### config.mk
export PLATFORM = sky130hd
export DESIGN_NAME = pm_status_upper
export DESIGN_NICKNAME = d
export VERILOG_FILES = /design/src/logic/pm_status_pkg.sv /design/src/logic/pm_status_upper.sv
export SDC_FILE = /design/constraint.sdc
export NUM_CORES = 1
export LEC_CHECK = 0
export ABC_AREA = 1
export CELL_PAD_IN_SITES_DETAIL_PLACEMENT = 0
export CELL_PAD_IN_SITES_GLOBAL_PLACEMENT = 1
export CORE_AREA = 2 2 92 94
export DETAILED_ROUTE_END_ITERATION = 10
export DIE_AREA = 0 0 94 96
export DONT_BUFFER_PORTS = 1
export GPL_ROUTABILITY_DRIVEN = 0
export PLACE_DENSITY = 0.77
export SYNTH_ARGS = -nofsm -noshare
export SYNTH_HDL_FRONTEND = slang
export SYNTH_SLANG_ARGS = --single-unit
### constraint.sdc
create_clock -name clk_sys -period 3.1 [get_ports clk_sys]
set_clock_uncertainty 0.2 [all_clocks]
set_input_delay 0.62 -clock clk_sys [delete_from_list [all_inputs] [get_ports clk_sys]]
set_output_delay 0.62 -clock clk_sys [all_outputs]
set_load 0.05 [all_outputs]
### src/logic/pm_status_pkg.sv
// constants for the upper power-management event status byte
package pm_status_pkg;
  localparam int ADDR_W = 4;
  localparam int DATA_W = 8;
  // register offsets
  localparam logic [3:0] OFF_STATUS_UPPER = 4'h1;
  localparam logic [3:0] OFF_CONFIG = 4'h4;
  localparam logic [3:0] OFF_IRQ_STATUS = 4'h5;
  localparam logic [3:0] OFF_IRQ_CLEAR = 4'h6;
  localparam logic [3:0] OFF_IRQ_ENABLE = 4'h7;
  localparam logic [3:0] OFF_GPE_TWO = 4'h8;
  localparam logic [3:0] OFF_GPE_THREE = 4'h9;
  // status upper fields
  localparam int BIT_WAKE = 7;
  localparam int BIT_IGNORED = 3;
  localparam int BIT_ALARM = 2;
  localparam int BIT_SLEEP = 1;
  localparam int BIT_POWER = 0;
  // power config fields
  localparam int CFG_ALARM_PERMIT = 0;
  localparam int CFG_SLEEP_PERMIT = 1;
  localparam int CFG_POWER_PERMIT = 2;
  localparam int CFG_LEGACY = 3;
  localparam logic [7:0] CFG_RESET = 8'h00;
  // general-purpose status field positions
  localparam int GPE_SLEEP_BIT = 0;
  localparam int GPE_POWER_BIT = 1;
  localparam int GPE_ALARM_BIT = 0;
  // interrupt status fields, one per flag
  localparam int IRQ_W = 4;
  localparam logic [7:0] STATUS_RESET = 8'h00;
  // debounce time
  localparam int DEBOUNCE_US = 16;
  localparam int CLK_MHZ = 10;
  localparam int DEBOUNCE_CYC = DEBOUNCE_US * CLK_MHZ;
endpackage

### src/logic/pm_status_upper.sv
// upper power-management event status byte with debounced buttons and interrupt
//
// Our own choice: the address-and-strobe port.
`timescale 1ns/1ps
// How it works
// - each flag is set while its source is high and stays set until software writes one to it.
// - the wake flag (bit 7) is set only by an enabled event while the system sleeps.
// - writing one to the wake flag in the working state clears it, writing zero does nothing.
// - in a sleep state with an enabled event still active, writing one leaves the wake flag set.
// - writes to bit 3 are discarded and its read value is not to be relied on (reads zero here).
// - the alarm flag (bit 2) is set when the clock alarm becomes active.
// - writing one to the alarm flag clears it and the alarm bit of general-purpose status three.
// - the alarm flag is held at zero while the alarm event permit bit is zero.
// - the sleep-button flag (bit 1) is set on a debounced sleep-button press.
// - writing one to the sleep-button flag clears it and its bit of general-purpose status two.
// - the sleep-button flag is held at zero while the sleep-button event permit bit is zero.
// - the power-button flag (bit 0) is set on a debounced power-button press.
// - writing one to the power-button flag clears it and its bit of general-purpose status two.
// - the power-button flag is held at zero while the power-button event permit bit is zero.
// - in legacy button mode a press that turns off main power clears the power-button flag.
// - all flags, reserved bits 6 to 4 included, reset to zero.
module pm_status_upper #(
  parameter int DEBOUNCE_CYCLES = pm_status_pkg::DEBOUNCE_CYC
) (
  input wire logic clk_sys,
  input wire logic rst_b,
  input wire logic [3:0] addr,
  input wire logic [7:0] wdata,
  input wire logic wr_stb,
  input wire logic rd_stb,
  output logic [7:0] rdata,
  input wire logic sleep_state,
  input wire logic wake_event_active,
  input wire logic alarm_active,
  input wire logic sleep_button_input,
  input wire logic power_button_input,
  input wire logic main_power_off,
  output logic irq
);
  // the debounce counter is 16 bits wide, so refuse windows it cannot count
  generate
    if (DEBOUNCE_CYCLES < 1 || DEBOUNCE_CYCLES > 65535)
    begin : gen_bad_debounce
      $error("debounce count out of range");
    end
  endgenerate

  // reset release through two flops
  // assert is immediate, release waits two edges so every flop leaves reset on the same edge
  logic rst_s1_reg;
  logic rst_sync_b;
  always_ff @(posedge clk_sys or negedge rst_b)
  begin
    if (!rst_b)
    begin
      rst_s1_reg <= 1'b0;
      rst_sync_b <= 1'b0;
    end
    else
    begin
      rst_s1_reg <= 1'b1;
      rst_sync_b <= rst_s1_reg;
    end
  end

  // pin inputs: two flops, first one read by nobody else
  localparam int NPIN = 6;
  logic [NPIN-1:0] pin_raw;
  logic [NPIN-1:0] pin_s1_reg;
  logic [NPIN-1:0] pin_reg;
  assign pin_raw = {main_power_off, power_button_input, sleep_button_input,
                    alarm_active, wake_event_active, sleep_state};
  always_ff @(posedge clk_sys or negedge rst_sync_b)
  begin
    if (!rst_sync_b)
    begin
      pin_s1_reg <= '0;
      pin_reg <= '0;
    end
    else
    begin
      pin_s1_reg <= pin_raw;
      pin_reg <= pin_s1_reg;
    end
  end
  logic sleeping;
  logic wake_src;
  logic alarm_src;
  logic power_off;
  assign sleeping = pin_reg[0];
  assign wake_src = pin_reg[1];
  assign alarm_src = pin_reg[2];
  assign power_off = pin_reg[5];

  // button debounce: a level counts only after it held stable for the whole window
  logic [1:0] btn_raw;
  wire logic [1:0] btn_db;
  assign btn_raw = pin_reg[4:3];
  genvar g;
  generate
    for (g = 0; g < 2; g++)
    begin : gen_db
      logic [15:0] cnt_reg;
      logic db_reg;
      // each button keeps its own flop so no bit of a shared vector has two writers
      always_ff @(posedge clk_sys or negedge rst_sync_b)
      begin
        if (!rst_sync_b)
        begin
          cnt_reg <= 16'h0000;
          db_reg <= 1'b0;
        end
        else if (btn_raw[g] == db_reg)
          cnt_reg <= 16'h0000;
        else if (cnt_reg == 16'(DEBOUNCE_CYCLES - 1))
        begin
          cnt_reg <= 16'h0000;
          db_reg <= btn_raw[g];
        end
        else
          cnt_reg <= cnt_reg + 16'h0001;
      end
      assign btn_db[g] = db_reg;
    end
  endgenerate
  logic sleep_btn;
  logic power_btn;
  logic power_btn_q_reg;
  assign sleep_btn = btn_db[0];
  assign power_btn = btn_db[1];
  // delayed copy marks the press edge for the set check
  always_ff @(posedge clk_sys or negedge rst_sync_b)
  begin
    if (!rst_sync_b)
      power_btn_q_reg <= 1'b0;
    else
      power_btn_q_reg <= power_btn;
  end

  // decode
  logic wr_status;
  logic wr_cfg;
  logic wr_gpe2;
  logic wr_gpe3;
  assign wr_status = wr_stb && addr == pm_status_pkg::OFF_STATUS_UPPER;
  assign wr_cfg = wr_stb && addr == pm_status_pkg::OFF_CONFIG;
  assign wr_gpe2 = wr_stb && addr == pm_status_pkg::OFF_GPE_TWO;
  assign wr_gpe3 = wr_stb && addr == pm_status_pkg::OFF_GPE_THREE;
  logic wr_irq_clr;
  logic wr_irq_en;
  assign wr_irq_clr = wr_stb && addr == pm_status_pkg::OFF_IRQ_CLEAR;
  assign wr_irq_en = wr_stb && addr == pm_status_pkg::OFF_IRQ_ENABLE;

  // power configuration: event permits and legacy mode
  logic [7:0] power_config_reg;
  always_ff @(posedge clk_sys or negedge rst_sync_b)
  begin
    if (!rst_sync_b)
      power_config_reg <= pm_status_pkg::CFG_RESET;
    else if (wr_cfg)
      power_config_reg <= wdata;
  end
  logic alarm_event_permit;
  logic sleep_button_event_permit;
  logic power_button_event_permit;
  logic legacy_button_mode;
  assign alarm_event_permit = power_config_reg[pm_status_pkg::CFG_ALARM_PERMIT];
  assign sleep_button_event_permit = power_config_reg[pm_status_pkg::CFG_SLEEP_PERMIT];
  assign power_button_event_permit = power_config_reg[pm_status_pkg::CFG_POWER_PERMIT];
  assign legacy_button_mode = power_config_reg[pm_status_pkg::CFG_LEGACY];

  // clear strobes: one from status write, alarm and button ones also honoured from gpe writes (mirrored)
  logic clr_wake;
  logic clr_alarm;
  logic clr_sleep;
  logic clr_power;
  logic legacy_off;
  assign clr_wake = wr_status && wdata[pm_status_pkg::BIT_WAKE] && !(sleeping && wake_src);
  assign clr_alarm = (wr_status && wdata[pm_status_pkg::BIT_ALARM])
                     || (wr_gpe3 && wdata[pm_status_pkg::GPE_ALARM_BIT]);
  assign clr_sleep = (wr_status && wdata[pm_status_pkg::BIT_SLEEP])
                     || (wr_gpe2 && wdata[pm_status_pkg::GPE_SLEEP_BIT]);
  assign clr_power = (wr_status && wdata[pm_status_pkg::BIT_POWER])
                     || (wr_gpe2 && wdata[pm_status_pkg::GPE_POWER_BIT]);
  assign legacy_off = legacy_button_mode && power_btn && power_off;

  // sticky flags; set wins over a software clear
  logic wake_event_flag;
  logic alarm_event_flag;
  logic sleep_button_flag;
  logic power_button_flag;
  always_ff @(posedge clk_sys or negedge rst_sync_b)
  begin
    if (!rst_sync_b)
      wake_event_flag <= 1'b0;
    else if (sleeping && wake_src)
      wake_event_flag <= 1'b1;
    else if (clr_wake)
      wake_event_flag <= 1'b0;
  end
  always_ff @(posedge clk_sys or negedge rst_sync_b)
  begin
    if (!rst_sync_b)
      alarm_event_flag <= 1'b0;
    else if (!alarm_event_permit)
      alarm_event_flag <= 1'b0;
    else if (alarm_src)
      alarm_event_flag <= 1'b1;
    else if (clr_alarm)
      alarm_event_flag <= 1'b0;
  end
  always_ff @(posedge clk_sys or negedge rst_sync_b)
  begin
    if (!rst_sync_b)
      sleep_button_flag <= 1'b0;
    else if (!sleep_button_event_permit)
      sleep_button_flag <= 1'b0;
    else if (sleep_btn)
      sleep_button_flag <= 1'b1;
    else if (clr_sleep)
      sleep_button_flag <= 1'b0;
  end
  // legacy shutoff beats a held button, otherwise the flag would never drop
  always_ff @(posedge clk_sys or negedge rst_sync_b)
  begin
    if (!rst_sync_b)
      power_button_flag <= 1'b0;
    else if (!power_button_event_permit)
      power_button_flag <= 1'b0;
    else if (legacy_off)
      power_button_flag <= 1'b0;
    else if (power_btn)
      power_button_flag <= 1'b1;
    else if (clr_power)
      power_button_flag <= 1'b0;
  end

  // general-purpose mirror bits, cleared by the same writes as the main flags; a withdrawn permit leaves them set
  // legacy shutoff leaves the mirror alone: that clear is only defined for the status byte
  logic gpe_alarm_flag;
  logic gpe_sleep_button_flag;
  logic gpe_power_button_flag;
  always_ff @(posedge clk_sys or negedge rst_sync_b)
  begin
    if (!rst_sync_b)
    begin
      gpe_alarm_flag <= 1'b0;
      gpe_sleep_button_flag <= 1'b0;
      gpe_power_button_flag <= 1'b0;
    end
    else
    begin
      if (alarm_src && alarm_event_permit)
        gpe_alarm_flag <= 1'b1;
      else if (clr_alarm)
        gpe_alarm_flag <= 1'b0;
      if (sleep_btn && sleep_button_event_permit)
        gpe_sleep_button_flag <= 1'b1;
      else if (clr_sleep)
        gpe_sleep_button_flag <= 1'b0;
      if (power_btn && power_button_event_permit)
        gpe_power_button_flag <= 1'b1;
      else if (clr_power)
        gpe_power_button_flag <= 1'b0;
    end
  end

  // interrupt block: sticky on flag rise, write-one clear, enable mask
  logic [3:0] flags;
  logic [3:0] flags_q_reg;
  logic [3:0] irq_status_reg;
  logic [3:0] irq_enable_reg;
  assign flags = {wake_event_flag, alarm_event_flag, sleep_button_flag, power_button_flag};
  always_ff @(posedge clk_sys or negedge rst_sync_b)
  begin
    if (!rst_sync_b)
    begin
      flags_q_reg <= 4'h0;
      irq_status_reg <= 4'h0;
      irq_enable_reg <= 4'h0;
    end
    else
    begin
      flags_q_reg <= flags;
      // set wins over clear
      irq_status_reg <= (irq_status_reg & ~(wr_irq_clr ? wdata[3:0] : 4'h0))
                        | (flags & ~flags_q_reg);
      if (wr_irq_en)
        irq_enable_reg <= wdata[3:0];
    end
  end
  assign irq = |(irq_status_reg & irq_enable_reg);

  // read mux; bit 3 and reserved bits read zero
  // rdata falls back to zero after one cycle so stale data never looks like a fresh answer
  logic [7:0] status_view;
  assign status_view = {wake_event_flag, 3'h0, 1'b0, alarm_event_flag, sleep_button_flag,
                        power_button_flag};
  always_ff @(posedge clk_sys or negedge rst_sync_b)
  begin
    if (!rst_sync_b)
      rdata <= 8'h00;
    else if (!rd_stb)
      rdata <= 8'h00;
    else
    begin
      case (addr)
        pm_status_pkg::OFF_STATUS_UPPER: rdata <= status_view;
        pm_status_pkg::OFF_CONFIG: rdata <= power_config_reg;
        pm_status_pkg::OFF_IRQ_STATUS: rdata <= {4'h0, irq_status_reg};
        pm_status_pkg::OFF_IRQ_ENABLE: rdata <= {4'h0, irq_enable_reg};
        pm_status_pkg::OFF_GPE_TWO: rdata <= {6'h00, gpe_power_button_flag, gpe_sleep_button_flag};
        pm_status_pkg::OFF_GPE_THREE: rdata <= {7'h00, gpe_alarm_flag};
        default: rdata <= 8'h00;
      endcase
    end
  end

  // assertions
  // wake flag: set only asleep, cleared by a one while working, held while an event stays
  wake_only_sleep_a: assert property (@(posedge clk_sys) disable iff (!rst_sync_b)
    $rose(wake_event_flag) |-> $past(sleeping && wake_src))
    else $error("wake flag set outside sleep");
  wake_clear_a: assert property (@(posedge clk_sys) disable iff (!rst_sync_b)
    (wr_status && wdata[pm_status_pkg::BIT_WAKE] && !sleeping && !wake_src) |=> !wake_event_flag)
    else $error("wake clear failed");
  wake_hold_a: assert property (@(posedge clk_sys) disable iff (!rst_sync_b)
    (sleeping && wake_src) |=> wake_event_flag)
    else $error("wake flag not held");
  wake_zero_a: assert property (@(posedge clk_sys) disable iff (!rst_sync_b)
    (wake_event_flag && !(wr_status && wdata[pm_status_pkg::BIT_WAKE])) |=> wake_event_flag)
    else $error("wake flag lost without a write of one");
  // permits: a withdrawn permit pins its flag low whatever the source does
  alarm_permit_a: assert property (@(posedge clk_sys) disable iff (!rst_sync_b)
    !alarm_event_permit |=> !alarm_event_flag)
    else $error("alarm flag not forced low");
  sleep_permit_a: assert property (@(posedge clk_sys) disable iff (!rst_sync_b)
    !sleep_button_event_permit |=> !sleep_button_flag)
    else $error("sleep flag not forced low");
  power_permit_a: assert property (@(posedge clk_sys) disable iff (!rst_sync_b)
    !power_button_event_permit |=> !power_button_flag)
    else $error("power flag not forced low");
  // set paths: a live source with its permit shows one edge later, the power flag only outside legacy shutoff
  alarm_set_a: assert property (@(posedge clk_sys) disable iff (!rst_sync_b)
    (alarm_src && alarm_event_permit) |=> (alarm_event_flag && gpe_alarm_flag))
    else $error("alarm flag not set");
  sleep_set_a: assert property (@(posedge clk_sys) disable iff (!rst_sync_b)
    (sleep_btn && sleep_button_event_permit) |=> (sleep_button_flag && gpe_sleep_button_flag))
    else $error("sleep flag not set");
  power_set_a: assert property (@(posedge clk_sys) disable iff (!rst_sync_b)
    (power_btn && !power_btn_q_reg && power_button_event_permit && !legacy_off) |=> power_button_flag)
    else $error("power flag not set");
  // clears: one write drops the flag and its general-purpose mirror together, legacy shutoff only the power flag; alarm flag holds without a clear
  alarm_mirror_a: assert property (@(posedge clk_sys) disable iff (!rst_sync_b)
    (clr_alarm && !alarm_src) |=> (!alarm_event_flag && !gpe_alarm_flag))
    else $error("alarm clear");
  sleep_mirror_a: assert property (@(posedge clk_sys) disable iff (!rst_sync_b)
    (clr_sleep && !sleep_btn) |=> (!sleep_button_flag && !gpe_sleep_button_flag))
    else $error("sleep clear");
  power_mirror_a: assert property (@(posedge clk_sys) disable iff (!rst_sync_b)
    (clr_power && !power_btn) |=> (!power_button_flag && !gpe_power_button_flag))
    else $error("power clear");
  sticky_alarm_a: assert property (@(posedge clk_sys) disable iff (!rst_sync_b)
    (alarm_event_flag && alarm_event_permit && !clr_alarm) |=> alarm_event_flag)
    else $error("alarm lost");
  legacy_clear_a: assert property (@(posedge clk_sys) disable iff (!rst_sync_b)
    legacy_off |=> !power_button_flag)
    else $error("legacy clear failed");
  // read side and interrupt level
  bit3_read_a: assert property (@(posedge clk_sys) disable iff (!rst_sync_b)
    (rd_stb && addr == pm_status_pkg::OFF_STATUS_UPPER) |=> rdata[6:3] == 4'h0)
    else $error("reserved bits");
  rdata_idle_a: assert property (@(posedge clk_sys) disable iff (!rst_sync_b)
    !rd_stb |=> (rdata == 8'h00))
    else $error("read data outside its cycle");
  irq_level_a: assert property (@(posedge clk_sys) disable iff (!rst_sync_b)
    ($rose(sleep_button_flag) ##0 (irq_enable_reg[1] && !wr_irq_en)) |=> irq)
    else $error("irq missing");
  wake_cov: cover property (@(posedge clk_sys) disable iff (!rst_sync_b) $rose(wake_event_flag));
  sleep_cov: cover property (@(posedge clk_sys) disable iff (!rst_sync_b) $rose(sleep_button_flag));
  power_cov: cover property (@(posedge clk_sys) disable iff (!rst_sync_b) $rose(power_button_flag));
  legacy_cov: cover property (@(posedge clk_sys) disable iff (!rst_sync_b) legacy_off && power_button_flag);
  irq_cov: cover property (@(posedge clk_sys) disable iff (!rst_sync_b) $rose(irq));
endmodule

==> results_tabular.tex <==
\begin{tabular}{lr}
\hline
Metric & Value \\
\hline
\multicolumn{2}{l}{\textbf{Placement}} \\
\quad Count of port buffers added during placement & 0 \\
\quad Post-DP HPWL & 5510 um \\
\quad Area of placed instances & $\sim$3800 um2 \\
\quad Setup slack at placement & 1.32 ns \\
\multicolumn{2}{l}{\textbf{Worst setup path}} \\
\quad Worst-case reg-to-reg path depth & 6 \\
\quad Type of the setup path with the least slack & reg -> out \\
\quad Element type at the critical path start & register \\
\quad Data arrival time of the worst path & about 1.4 ns \\
\quad Worst EP required & 2.28 ns \\
\quad Type of element capturing the critical path & output port \\
\quad FF-to-FF Start & gen\_db[1].cnt\_reg[0] \\
\quad Worst r2r dst & gen\_db[1].cnt\_reg[10] \\
\quad Crit Path Max Fanout & 3 \\
\quad Reg2reg setup slack & 1.40 ns \\
\multicolumn{2}{l}{\textbf{Clock network}} \\
\quad Inserted Clock Buffers & 9 \\
\quad CTS tree & done \\
\quad Worst skew pair latency & $\sim$0.36 ns \\
\quad Number of sinks driven by the clock tree & 83 \\
\quad Post-CTS Resized & 0 \\
\quad Maximum level of the CTS H-tree & 3 \\
\quad Number of buffers between clock root and the deepest sink & 2 \\
\quad Buffer cell driving the clock tree root & clkbuf\_8 \\
\quad Clock transition at the registers of the reported paths & 0.09 ns \\
\multicolumn{2}{l}{\textbf{Pwr}} \\
\quad Cell area power density & 541 nW/um2 \\
\quad Sw power & slightly below 0.6 mW \\
\quad Relative contribution of combinational cells to total power & 0.063 \\
\quad Register share of total power & 0.566 \\
\quad Share of total power consumed by net switching & 0.268 \\
\quad Clock power frac & 0.371 \\
\quad Total power after layout & 2.19 mW \\
\quad Pint & 1.60 mW \\
\quad Leakage component of the power & between 1.5 and 2 nW \\
\quad Peak supply drop & 0.263 mV \\
\multicolumn{2}{l}{\textbf{Floorplan}} \\
\quad DIE HEIGHT & $\sim$96 um \\
\quad Effective utilization at floorplan & 0.460 \\
\quad Boundary Pins & 31 \\
\quad Die Area & around 9000 um2 \\
\quad Total core area & 8050 um2 \\
\quad Number of core rows & 33 \\
\quad Chip Width & 94 um \\
\multicolumn{2}{l}{\textbf{Min path}} \\
\quad Type of the worst min-delay path & in -> reg \\
\quad Worst min-delay path startpoint & main\_power\_off \\
\quad Cell depth of the worst min-delay path & 0 \\
\quad Hold EP & pin\_s1\_reg[5] \\
\multicolumn{2}{l}{\textbf{Synth}} \\
\quad Number of warning messages in the yosys log & 0 \\
\quad Syn Nets & 470 \\
\quad Portion of the post-synthesis area used by sequential elements & 0.560 \\
\quad Cell area after technology mapping & 3710 um2 \\
\quad Most numerous cell in the Yosys netlist & nand2\_1 \\
\quad Synth top cells by count & nand2\_1 (114), dfrtp\_1 (83), nor2\_1 (80), nand3\_1 (45), inv\_1 (43) \\
\quad Portion of synthesized cell area occupied by the leading cell type & 0.560 \\
\quad Post-synthesis cell type count & 23 \\
\quad Most area-consuming cells after synthesis & dfrtp\_1 (56\%), nand2\_1 (12\%), nor2\_1 (8.1\%) \\
\quad Number of register bits inferred by synthesis & just over 80 \\
\quad Number of cells produced by synthesis & 446 \\
\quad Most area-hungry cell type in the Yosys netlist & dfrtp\_1 \\
\quad Number of synthesized flops with an enable pin & 0 \\
\quad Share of synthesized flip-flops with an asynchronous set or reset & 1.00 \\
\quad Most common flop cell mapped by yosys & dfrtp\_1 \\
\quad Post-synthesis average cell area & 8.31 um2 \\
\multicolumn{2}{l}{\textbf{Route}} \\
\quad Final wirelength & between 7000 and 8000 um \\
\quad Met2 layer wire length in the routed design & 3690 um \\
\quad Number of nets with antenna violations after detailed routing & 0 \\
\quad Average detailed-routed wire length per instance & $\sim$14 um \\
\quad Top sig layer & met4 \\
\quad Routed wire length on met3 & 210 um \\
\quad DR DRC count & 0 \\
\quad Average vias per placed instance & 4.96 \\
\quad Met1 Wirelength & about 3600 um \\
\quad Iteration count of the initial detailed-routing pass & 4 \\
\quad First-iteration detailed-routing DRC count & between 100 and 150 \\
\quad Number of vias after detailed routing & 2808 \\
\multicolumn{2}{l}{\textbf{STA}} \\
\quad Worst rel slew slack & 0.311 \\
\quad Worst-case setup margin in the final layout & 0.933 ns \\
\quad Setup repair after global routing missed its margin & false \\
\quad Max-slew violation total from the final report & 0 \\
\quad Final hold vios & 0 \\
\quad Slew at the pin closest to its max-slew limit & 1.03 ns \\
\quad Maximum clock frequency & 461 MHz \\
\quad Period Utilization, post-route & 0.699 \\
\quad Sum Neg Setup Slack & 0 ns \\
\quad Finish-stage setup viols & 0 \\
\quad Shortest period the worst path allows & between 2 and 2.5 ns \\
\multicolumn{2}{l}{\textbf{Cells and area}} \\
\quad Layout cell share with drive strength beyond 1 & 0.0651 \\
\quad Max FFs per register & 32 \\
\quad Antenna cells & 0 \\
\quad Number of fill cells in the layout & 792 \\
\quad Final-stage net count & 480 \\
\quad Area overhead of the layout relative to synthesis & 9.15\% \\
\quad Post-Layout Inst Area & 4050 um2 \\
\multicolumn{2}{l}{\textbf{Global route}} \\
\quad Combined global-route utilization of all metal layers & 0.189 \\
\quad Maximum number of pins on one net before global-route repair & 82 \\
\quad Remaining global-route overflow & 0 \\
\quad Number of global-route vias before repair & 2775 \\
\quad Wire length of the first global-routing pass & 13100 um \\
\quad Number of antenna violations at the first check in global routing & 0 \\
\multicolumn{2}{l}{\textbf{Outcome}} \\
\quad Outcome & completed \\
\multicolumn{2}{l}{\textbf{Run}} \\
\quad Number of maximum-capacitance constraint violations & 0 \\
\hline
\end{tabular}
==> layer usage <==
layer	vias to the layer above	track usage
li1	1432	-
met4	0	0.0797
met2	36	0.310
met5	-	0
met3	9	0.0305
met1	1331	0.253
==> cells by family after synthesis <==
group	after synthesis	share of synthesized area
and+or+nand+nor	268	0.310
DFF	83	0.560
buffers and inverters	48	0.0506
AOI/OAI and AO/OA	33	0.0452
xor gates and xnor gates	11	0.0260
adders and majority gates	2	0.00675
other	1	0.00101
==> critical path: stages, from the launching register on <==
cell     delay [ns]
dfrtp_1        0.41
nand2_1        0.07
nand4_1        0.50
==> timing repair <==
action,in CTS,in global routing
endpoints found under the hold margin,2,0
setup endpoints to repair,0,0
buffers inserted,0,0
hold buffers,1,0
==> layout make-up <==
type                    count  area, um2  area share
inverters                  46        173      0.0427
flip-flops and latches     83       2080       0.514
repair buffers              1       10.0     0.00247
clock buffers              10        138      0.0340
multi-input cells         315       1440       0.357
well taps                 105        131      0.0325
clock inverters             6       71.3      0.0176
==> how the worst max path moves through the flow <==
stage	cells after the start	slack, ns	end	from
after global routing	2	0.86	irq	irq_enable_reg[3]
final	2	0.93	irq	irq_enable_reg[3]
after global placement	2	1.33	irq	irq_status_reg[3]
after CTS	2	0.92	irq	irq_enable_reg[3]
after detailed placement	2	1.32	irq	irq_enable_reg[1]
after floorplan	0	0.42	alarm_event_flag	rst_sync_b
==> per-stage QoR <==
| step | cells | util | hold WS [ns] |
|---|---|---|---|
| global route | 566 | 0.503 | 0.0637 |
| detailed placement | 549 | 0.475 | 0.124 |
| floorplan | 446 | - | 0.124 |
| CTS | 566 | 0.503 | 0.0702 |
| global placement | 549 | 0.475 | 0.124 |
| finish | 566 | 0.503 | 0.0855 |
==> power by group through the flow <==
| stage | registers, mW | logic [mW] | clock network (mW) |
|---|---|---|---|
| 2_1_floorplan | 1.24 | 0.114 | 0 |
| 3_3_place_gp | 1.26 | 0.134 | 0 |
| 3_5_place_dp | 1.26 | 0.136 | 0 |
| 4_1_cts | 1.24 | 0.138 | 0.835 |
| 5_1_grt | 1.26 | 0.161 | 0.880 |
| 6_report | 1.24 | 0.138 | 0.812 |
==> cell usage in the layout (no fill, tap or decap), types with 3 or more instances in the layout <==
| cell type | count |
|---|---|
| o21ai_0 | 16 |
| nand3_1 | 45 |
| nor2_1 | 80 |
| o21ai_1 | 5 |
| a21oi_1 | 11 |
| nand2_1 | 114 |
| xor2_1 | 11 |
| nand2_2 | 4 |
| nor3_1 | 6 |
| nor2_2 | 3 |
| clkbuf_8 | 10 |
| inv_1 | 43 |
| inv_2 | 3 |
| dfrtp_1 | 82 |
| nand4_1 | 10 |
No activity file was read; power rests on OpenSTA's default activity.
